**config.mk**
```make
export PLATFORM = sky130hd
export DESIGN_NAME = ufp_port
export DESIGN_NICKNAME = d
export VERILOG_FILES = /design/src/shared/ufp_pkg.sv /design/src/core/ufp_fifo.sv /design/src/core/ufp_port.sv
export SDC_FILE = /design/constraint.sdc
export NUM_CORES = 1
export LEC_CHECK = 0
export BUFFER_PORTS_ARGS = -buffer_cell sky130_fd_sc_hd__buf_2
export CAP_MARGIN = 10
export CORE_ASPECT_RATIO = 1.5
export CORE_MARGIN = 4
export CORE_UTILIZATION = 25
export DETAILED_ROUTE_END_ITERATION = 8
export GPL_TIMING_DRIVEN = 0
export PLACE_DENSITY = 0.46
export SYNTH_ARGS = -nofsm -noshare
export SYNTH_HDL_FRONTEND = slang
export SYNTH_SLANG_ARGS = --single-unit
```
**constraint.sdc**
```tcl
create_clock -name sys_clk -period 7.7 [get_ports sys_clk]
set_clock_uncertainty 0.15 [all_clocks]
set_input_delay 0 -clock sys_clk [delete_from_list [all_inputs] [get_ports sys_clk]]
set_output_delay 0 -clock sys_clk [all_outputs]
set_load 0.005 [all_outputs]
```
**src/shared/ufp_pkg.sv**
```systemverilog
// Constants and types for the parallel FIFO port
package ufp_pkg;
  localparam int unsigned CLK_HZ = 25000000;
  localparam int unsigned DATA_W = 8;
  localparam int unsigned RX_DEPTH = 16;
  localparam int unsigned TX_DEPTH = 16;
  localparam int unsigned PTR_W = 4;
  localparam int unsigned CNT_W = 5;
  // Transmit timeout in ms, default and least legal value
  localparam logic [7:0] TX_TIMEOUT_MS_RST = 8'h10;
  localparam logic [7:0] TX_TIMEOUT_MS_MIN = 8'h01;
  localparam int unsigned MS_CYCLES = CLK_HZ / 1000;
  // Least wake pulse on the receive-flag pin
  localparam int unsigned WAKE_MS = 20;
  localparam int unsigned WAKE_CYCLES = (CLK_HZ / 1000) * WAKE_MS;
  localparam int unsigned MS_W = 15;
  localparam int unsigned WAKE_W = 20;
  typedef enum logic [1:0] {UFP_UNCONF, UFP_NORMAL, UFP_SUSPEND} ufp_pwr_t;
endpackage

```
**src/core/ufp_fifo.sv**
```systemverilog
// Small synchronous byte FIFO with occupancy count
`timescale 1ns/1ps
module ufp_fifo
  import ufp_pkg::*;
(
  input wire logic sys_clk,
  input wire logic resetn,
  input wire logic push,
  input wire logic [DATA_W-1:0] push_data,
  input wire logic pop,
  output logic [DATA_W-1:0] head,
  output logic [CNT_W-1:0] count
);
  typedef struct packed {
    logic [PTR_W-1:0] wr;
    logic [PTR_W-1:0] rd;
    logic [CNT_W-1:0] cnt;
  } ufp_fifo_st_t;
  ufp_fifo_st_t s_q;
  ufp_fifo_st_t s_d;
  logic [DATA_W-1:0] mem_q [RX_DEPTH];
  logic do_push;
  logic do_pop;

  // Overflow and underflow requests are dropped rather than corrupting pointers
  assign do_push = push && (s_q.cnt != CNT_W'(RX_DEPTH));
  assign do_pop = pop && (s_q.cnt != '0);
  assign head = mem_q[s_q.rd];
  assign count = s_q.cnt;

  always_comb
  begin
    s_d = s_q;
    if (do_push)
    begin
      s_d.wr = s_q.wr + 4'h1;
    end
    if (do_pop)
    begin
      s_d.rd = s_q.rd + 4'h1;
    end
    s_d.cnt = s_q.cnt + CNT_W'(do_push) - CNT_W'(do_pop);
  end

  always_ff @(posedge sys_clk or negedge resetn)
  begin
    if (!resetn)
    begin
      s_q <= '0;
    end
    else
    begin
      s_q <= s_d;
    end
  end

  always_ff @(posedge sys_clk)
  begin
    if (do_push)
    begin
      mem_q[s_q.wr] <= push_data;
    end
  end
endmodule // ufp_fifo

```
**src/core/ufp_port.sv**
```systemverilog
// Byte-wide parallel FIFO port between USB engine and target logic
`timescale 1ns/1ps
module ufp_port
  import ufp_pkg::*;
(
  input wire logic sys_clk,
  input wire logic resetn,
  // Target-side pins
  input wire logic [DATA_W-1:0] fifo_data_in,
  output logic [DATA_W-1:0] fifo_data_out,
  output logic fifo_data_oe,
  input wire logic rd_n,
  input wire logic wr_n,
  output logic tx_space_n,
  output logic tx_space_oe,
  input wire logic rx_avail_in,
  output logic rx_avail_n,
  output logic rx_avail_oe,
  output logic power_enable_n,
  input wire logic flush_wake_n,
  // USB engine side
  input wire logic usb_configured,
  input wire logic usb_suspend,
  input wire logic remote_wake_en,
  input wire logic [7:0] tx_timeout_ms,
  input wire logic rx_valid,
  input wire logic [DATA_W-1:0] rx_data,
  output logic rx_ready,
  input wire logic bulk_in_req,
  output logic tx_valid,
  output logic [DATA_W-1:0] tx_data,
  input wire logic tx_ready,
  output logic tx_flush,
  output logic resume_req
);
  typedef struct packed {
    logic rd_n;
    logic wr_n;
    logic fw_n;
    logic flush_pend;
    logic sending;
    logic [7:0] ms_cnt;
    logic [MS_W-1:0] tick;
    logic [WAKE_W-1:0] wake_cnt;
    logic oe_out;
    logic rxf_n;
    logic rxf_oe;
    logic txe_n;
    logic txe_oe;
    logic pwr_n;
    logic resume;
    logic flush;
    logic rx_rdy;
    logic [DATA_W-1:0] dout;
  } ufp_st_t;
  ufp_st_t s_q;
  ufp_st_t s_d;
  logic [DATA_W-1:0] rx_head;
  logic [CNT_W-1:0] rx_cnt;
  logic [DATA_W-1:0] tx_head;
  logic [CNT_W-1:0] tx_cnt;
  logic rx_pop;
  logic tx_push;
  logic tx_pop;
  logic rx_push;
  logic awake;
  logic wake_mode;
  logic [7:0] tmo;

  assign awake = usb_configured && !usb_suspend;
  assign wake_mode = usb_suspend && remote_wake_en;
  // Out-of-range zero is treated as the least legal timeout
  assign tmo = (tx_timeout_ms < TX_TIMEOUT_MS_MIN) ? TX_TIMEOUT_MS_MIN : tx_timeout_ms;
  assign rx_pop = s_q.oe_out && !s_q.rd_n && rd_n;
  assign tx_push = s_q.wr_n && !wr_n;
  assign rx_push = rx_valid && s_q.rx_rdy;
  assign tx_pop = s_q.sending && tx_ready && (tx_cnt != '0);

  ufp_fifo u_rx (
    .sys_clk(sys_clk),
    .resetn(resetn),
    .push(rx_push),
    .push_data(rx_data),
    .pop(rx_pop),
    .head(rx_head),
    .count(rx_cnt)
  );

  ufp_fifo u_tx (
    .sys_clk(sys_clk),
    .resetn(resetn),
    .push(tx_push),
    .push_data(fifo_data_in),
    .pop(tx_pop),
    .head(tx_head),
    .count(tx_cnt)
  );

  always_comb
  begin
    s_d = s_q;
    s_d.rd_n = rd_n;
    s_d.wr_n = wr_n;
    s_d.fw_n = flush_wake_n;
    s_d.flush = 1'b0;
    s_d.resume = 1'b0;
    s_d.pwr_n = !awake;
    // Read strobe drives the head byte latched at its fall; engine data arriving mid-read is still accepted
    s_d.oe_out = !rd_n;
    if (!rd_n && s_q.rd_n)
    begin
      s_d.dout = rx_head;
    end
    if (rd_n)
    begin
      s_d.oe_out = 1'b0;
    end
    s_d.rx_rdy = (rx_cnt < CNT_W'(RX_DEPTH - 1)) && awake;
    // Flags: receive flag counts the pending pop so it never shows a stale byte
    s_d.rxf_n = (rx_cnt == '0) || ((rx_cnt == CNT_W'(1)) && rx_pop);
    s_d.rxf_oe = !(wake_mode && s_q.pwr_n);
    s_d.txe_n = (tx_cnt >= CNT_W'(TX_DEPTH - 1)) && !(tx_pop && !tx_push);
    s_d.txe_oe = 1'b1;
    // Send-immediate and timeout flush
    if (s_q.fw_n && !flush_wake_n && !s_q.pwr_n)
    begin
      s_d.flush_pend = 1'b1;
    end
    if (tx_cnt == '0)
    begin
      s_d.ms_cnt = '0;
      s_d.tick = '0;
    end
    else if (!s_q.sending)
    begin
      if (s_q.tick == MS_W'(MS_CYCLES - 1))
      begin
        s_d.tick = '0;
        s_d.ms_cnt = s_q.ms_cnt + 8'h01;
        if (s_q.ms_cnt + 8'h01 >= tmo)
        begin
          s_d.flush_pend = 1'b1;
        end
      end
      else
      begin
        s_d.tick = s_q.tick + MS_W'(1);
      end
    end
    if (bulk_in_req && !s_q.sending && (tx_cnt != '0) && (s_d.flush_pend || s_q.flush_pend
        || tx_cnt >= CNT_W'(TX_DEPTH - 1)))
    begin
      s_d.sending = 1'b1;
      s_d.flush = 1'b1;
      s_d.flush_pend = 1'b0;
      s_d.ms_cnt = '0;
      s_d.tick = '0;
    end
    if (s_q.sending && (tx_cnt == '0 || (tx_cnt == CNT_W'(1) && tx_pop)))
    begin
      s_d.sending = 1'b0;
    end
    // Remote wakeup: flush strobe, or receive pin held low long enough
    if (wake_mode && s_q.pwr_n)
    begin
      if (s_q.fw_n && !flush_wake_n)
      begin
        s_d.resume = 1'b1;
      end
      if (!rx_avail_in)
      begin
        if (s_q.wake_cnt == WAKE_W'(WAKE_CYCLES - 1))
        begin
          s_d.resume = 1'b1;
        end
        if (s_q.wake_cnt != WAKE_W'(WAKE_CYCLES))
        begin
          s_d.wake_cnt = s_q.wake_cnt + WAKE_W'(1);
        end
      end
      else
      begin
        s_d.wake_cnt = '0;
      end
    end
    else
    begin
      s_d.wake_cnt = '0;
    end
  end

  always_ff @(posedge sys_clk or negedge resetn)
  begin
    if (!resetn)
    begin
      s_q <= '0;
      s_q.rd_n <= 1'b1;
      s_q.wr_n <= 1'b1;
      s_q.fw_n <= 1'b1;
      s_q.rxf_n <= 1'b1;
      s_q.txe_n <= 1'b1;
      s_q.pwr_n <= 1'b1;
      // Flags stay undriven until released from reset
      s_q.rxf_oe <= 1'b0;
      s_q.txe_oe <= 1'b0;
    end
    else
    begin
      s_q <= s_d;
    end
  end

  assign fifo_data_out = s_q.dout;
  assign fifo_data_oe = s_q.oe_out;
  assign tx_space_n = s_q.txe_n;
  assign tx_space_oe = s_q.txe_oe;
  assign rx_avail_n = s_q.rxf_n;
  assign rx_avail_oe = s_q.rxf_oe;
  assign power_enable_n = s_q.pwr_n;
  assign rx_ready = s_q.rx_rdy;
  assign tx_flush = s_q.flush;
  assign resume_req = s_q.resume;
  // Transmit head is memory-read; the valid qualifier is registered
  // Sending is only held while bytes remain, so it is the valid flag itself
  assign tx_valid = s_q.sending;
  assign tx_data = tx_head;
endmodule // ufp_port

```
==> results.rst <==
.. list-table::
   :header-rows: 1

   * - Metric
     - Value
   * - Slowest cell on the critical path
     - sky130_fd_sc_hd__or4b_2
   * - Run status
     - finished, final reports clean
   * - Endpoint class of the critical path
     - flop
   * - Largest fanout on the critical path
     - 6
   * - CP bufs+invs
     - 5
   * - TritonCTS sink count
     - 347
   * - Final min period
     - 3.515 ns
   * - Number of distinct standard cells referenced by the synthesized netlist
     - 56
   * - Clock latency reported for the late side of the worst-skew pair
     - 0.54 ns
   * - Overall fraction of global-route tracks in use
     - 0.1077
   * - Initial DRT Pass Iterations
     - 4
   * - Via density per instance
     - 4.328
   * - Worst hold slack
     - 0.1544 ns
   * - Via Count
     - 7933
   * - Remaining Overflow, GRT
     - 0
   * - Number of antenna violations at the first check in global routing
     - 1
   * - Number of flops mapped to enable cells by yosys
     - 256
   * - Transition time of the tightest slew-check pin
     - 1.011 ns
   * - RSZ-0062 raised after global routing
     - false
   * - Mean cell area of the mapped netlist
     - 16.39 µm²
   * - Cts bufs inserted
     - 38
   * - Peak Freq
     - 0.2845 GHz
   * - Leakage power
     - 6.211 nW
   * - Data required time of the worst path
     - 7.98 ns
   * - Aggregate negative setup slack
     - 0 ns
   * - Yosys synthesis warning count
     - 0
   * - Clock root buffer master
     - sky130_fd_sc_hd__clkbuf_16
   * - Worst path most repeated cell
     - sky130_fd_sc_hd__inv_1
   * - Std cell rows
     - 108
   * - Final slew viol count
     - 0
   * - Via count of the first global-routing pass
     - 8655
   * - WP data arrival
     - 3.79 ns
   * - Port Buffer Count
     - 61
   * - Critical path cell sequence
     - inv_1 -> ha_1 -> or4b_2 -> and3_1 -> clkbuf_1 -> ha_1 -> inv_1 -> ha_1 -> inv_1 -> fa_1 -> inv_1 -> a21oi_1 -> nor2_1 -> nor2_1 -> xnor2_1
   * - Hold Fails Final Rpt
     - 0
   * - Largest net degree at the start of global routing
     - 63
   * - Total met2 wirelength after detailed routing
     - 18.68 mm
   * - Async S/R FF share, synth
     - 0.2622
   * - Slack of the worst reg-to-reg path
     - 4.19 ns
   * - Number of placed I/O pins
     - 62
   * - Classification of the worst-slack hold path
     - in -> reg
   * - Launching element type of the critical path
     - flop
   * - CTS Buffer Depth
     - 3
   * - Growth of design area from synthesis to finish
     - 20.24%
   * - Worst Hold Path Cells
     - 7
   * - Final period utilization
     - 0.4565
   * - Count of cells along the worst register-to-register path
     - 15
   * - Layout net count
     - 1109
   * - Detail Placement HPWL
     - 23.62 mm
   * - Global-route wire length before repair
     - 52.14 mm
   * - End-of-flow core utilization
     - 0.3046
   * - DRT iter0 DRCs
     - 310
   * - Final setup violating endpoints
     - 0
   * - Synthesized instance count
     - 896
   * - VDD IR max
     - 176.5 µV
   * - Net count after synthesis
     - 973
   * - Fraction of final layout cells with drive strength greater than 1
     - 0.2326
   * - Floorplan core area
     - 0.05797 mm²
   * - Top_reg_cell synth
     - sky130_fd_sc_hd__edfxtp_1
   * - Max-capacitance violation count
     - 0
   * - Commonest cells after routing, fill and taps aside
     - sky130_fd_sc_hd__edfxtp_1 (256), sky130_fd_sc_hd__dfrtp_1 (85), sky130_fd_sc_hd__mux4_2 (80)
   * - Initial standard-cell utilization of the core
     - 0.2533
   * - Mapped Area
     - 0.01468 mm²
   * - Crit-path max cell delay
     - 0.71 ns
   * - Stages on worst setup path
     - 15
   * - Classification of the worst setup path
     - reg -> reg
   * - Highest metal layer used by the detailed router
     - met4
   * - Most common cell after layout, fill and taps aside
     - sky130_fd_sc_hd__edfxtp_1
   * - CTS tree
     - done
   * - Total Die Area
     - 0.06276 mm²
   * - Clock slew at reported path FFs
     - 0.06 ns
   * - Sequential cell area fraction in the yosys report
     - 0.6791
   * - Met3 routed WL
     - 1.338 mm
   * - Remaining antenna violation count after routing
     - 0
   * - Die width
     - 205.9 µm
   * - DRC errors left
     - 0
   * - Total power draw
     - 0.005737 W
   * - Crit-path leading delay family
     - adder cells
   * - Rel. slew slack
     - 0.3260
   * - Die Y
     - 304.8 µm
   * - CTS H-tree lvls
     - 2
   * - Average detailed-routed wire length per instance
     - 18.21 µm
   * - Flip-flop and latch count after synthesis
     - 347
   * - Weighted congestion at the end of routability-driven global placement
     - 0.7189
   * - Power Density
     - 325.0 mW/mm²
   * - Post-route met1 wirelength
     - 12.63 mm
   * - Overall routed net length
     - 33.38 mm
[where the power goes]
group	total (W)	switching [W]	internal, W
clock	0.00187	0.000753	0.00111
combinational	0.00159	0.000822	0.000769
sequential	0.00228	0.0000992	0.00218
[path summary, 6_finish.rpt]
path	to	start
worst max-delay path	u_tx.count[4]$_DFF_PN0_	u_tx.count[2]$_DFF_PN0_
worst min-delay path	s_q[61]$_DFF_PN0_	tx_timeout_ms[3]
worst max register to register	u_tx.count[4]$_DFF_PN0_	u_tx.count[2]$_DFF_PN0_
worst min register to register	rx_avail_n$_DFF_PN1_	u_rx.count[4]$_DFF_PN0_
max in group asynchronous	s_q[63]$_DFF_PN1_	resetn
min in group asynchronous	power_enable_n$_DFF_PN1_	resetn
[Yosys cell counts, drive strengths merged, types with 2 or more instances]
master	count	area share
nor2	65	0.017
a21o	4	0.0020
xnor2	26	0.016
dfrtp	85	0.14
a211oi	2	0.0010
or3b	2	0.0012
or2	2	0.00085
o21ai	20	0.0071
nand3	21	0.0072
buf	23	0.0086
inv	46	0.012
and3	6	0.0026
fa	2	0.0027
nor3	18	0.0061
a41oi	2	0.0012
a21oi	26	0.0091
nor4	2	0.00085
nand4	13	0.0055
nand2	42	0.011
or3	5	0.0021
ha	39	0.033
edfxtp	256	0.52
nor2b	6	0.0026
mux4	80	0.12
clkbuf	19	0.0049
xor2	21	0.013
nand2b	8	0.0034
and2	5	0.0021
mux2	10	0.0077
nor4b	4	0.0028
or4	2	0.0010
nor4bb	2	0.0014
and4	4	0.0024
dfstp	6	0.011
a31oi	8	0.0034
[logic make-up (layout without fill, tap and decap cells)]
| family | Yosys count | in the layout | share of synthesized area |
|---|---|---|---|
| XOR/XNOR | 47 | 47 | 0.02803 |
| buffers and inverters | 88 | 254 | 0.02522 |
| AND/OR/NAND/NOR | 210 | 210 | 0.07132 |
| flip-flops | 347 | 347 | 0.6791 |
| other | 1 | 2 | 0.0002554 |
| adder cells (fa/ha/maj) | 41 | 41 | 0.03596 |
| multiplexers | 90 | 90 | 0.1304 |
| AO/OA/AOI/OAI | 72 | 72 | 0.02974 |
[timing repair]
item                                   CTS  global route
hold buffers                            34             0
endpoints found under the hold margin  385             0
setup buffers                            0             0
resized for setup                        0             0
[stage by stage]
step / worst slack [ns] / cells / area [µm²]
final: 4.185 / 1833 / 17660
after global routing: 3.984 / 1832 / 17650
after CTS: 4.150 / 1832 / 17650
after detailed placement: 4.158 / 1728 / 16020
after global placement: 4.128 / 1727 / 15950
after floorplan: 4.567 / 896 / 14680
[area by class of cell]
type / instances / area [µm²]
clock buffer: 54 / 1072
tap: 770 / 963.4
multi-input combinational: 461 / 4382
antenna: 1 / 2.502
clock inverter: 16 / 207.7
fill: 5745 / 40310
buffer: 42 / 197.7
timing repair buffer: 96 / 685.7
sequential: 347 / 9972
inverter: 46 / 172.7
[worst register-to-register path, cell delays in order, from the launching register on]
cell and delay (ns):
sky130_fd_sc_hd__dfrtp_1 0.42, sky130_fd_sc_hd__inv_1 0.10, sky130_fd_sc_hd__ha_1 0.20, sky130_fd_sc_hd__or4b_2 0.71, sky130_fd_sc_hd__and3_1 0.23, sky130_fd_sc_hd__clkbuf_1 0.19
sky130_fd_sc_hd__ha_1 0.32, sky130_fd_sc_hd__inv_1 0.06, sky130_fd_sc_hd__ha_1 0.17, sky130_fd_sc_hd__inv_1 0.06, sky130_fd_sc_hd__fa_1 0.40, sky130_fd_sc_hd__inv_1 0.07
sky130_fd_sc_hd__a21oi_1 0.06, sky130_fd_sc_hd__nor2_1 0.09, sky130_fd_sc_hd__nor2_1 0.06, sky130_fd_sc_hd__xnor2_1 0.12
[per-layer routing]
metal	vias to the layer above	GRT usage
met4	0	0.02803
met5	-	0
met2	127	0.2058
li1	3685	-
met3	42	0.02244
met1	4079	0.1199
[sequential cells by signal, indices dropped and copies added, names as in the netlist, 5 cells and up]
register,cells
fifo_data_out,8
s_q,47
u_rx.mem_q,128
u_rx.count,5
u_rx.s_q,8
u_tx.s_q,8
u_tx.mem_q,128
u_tx.count,5
(Power assumes the default switching activity.)
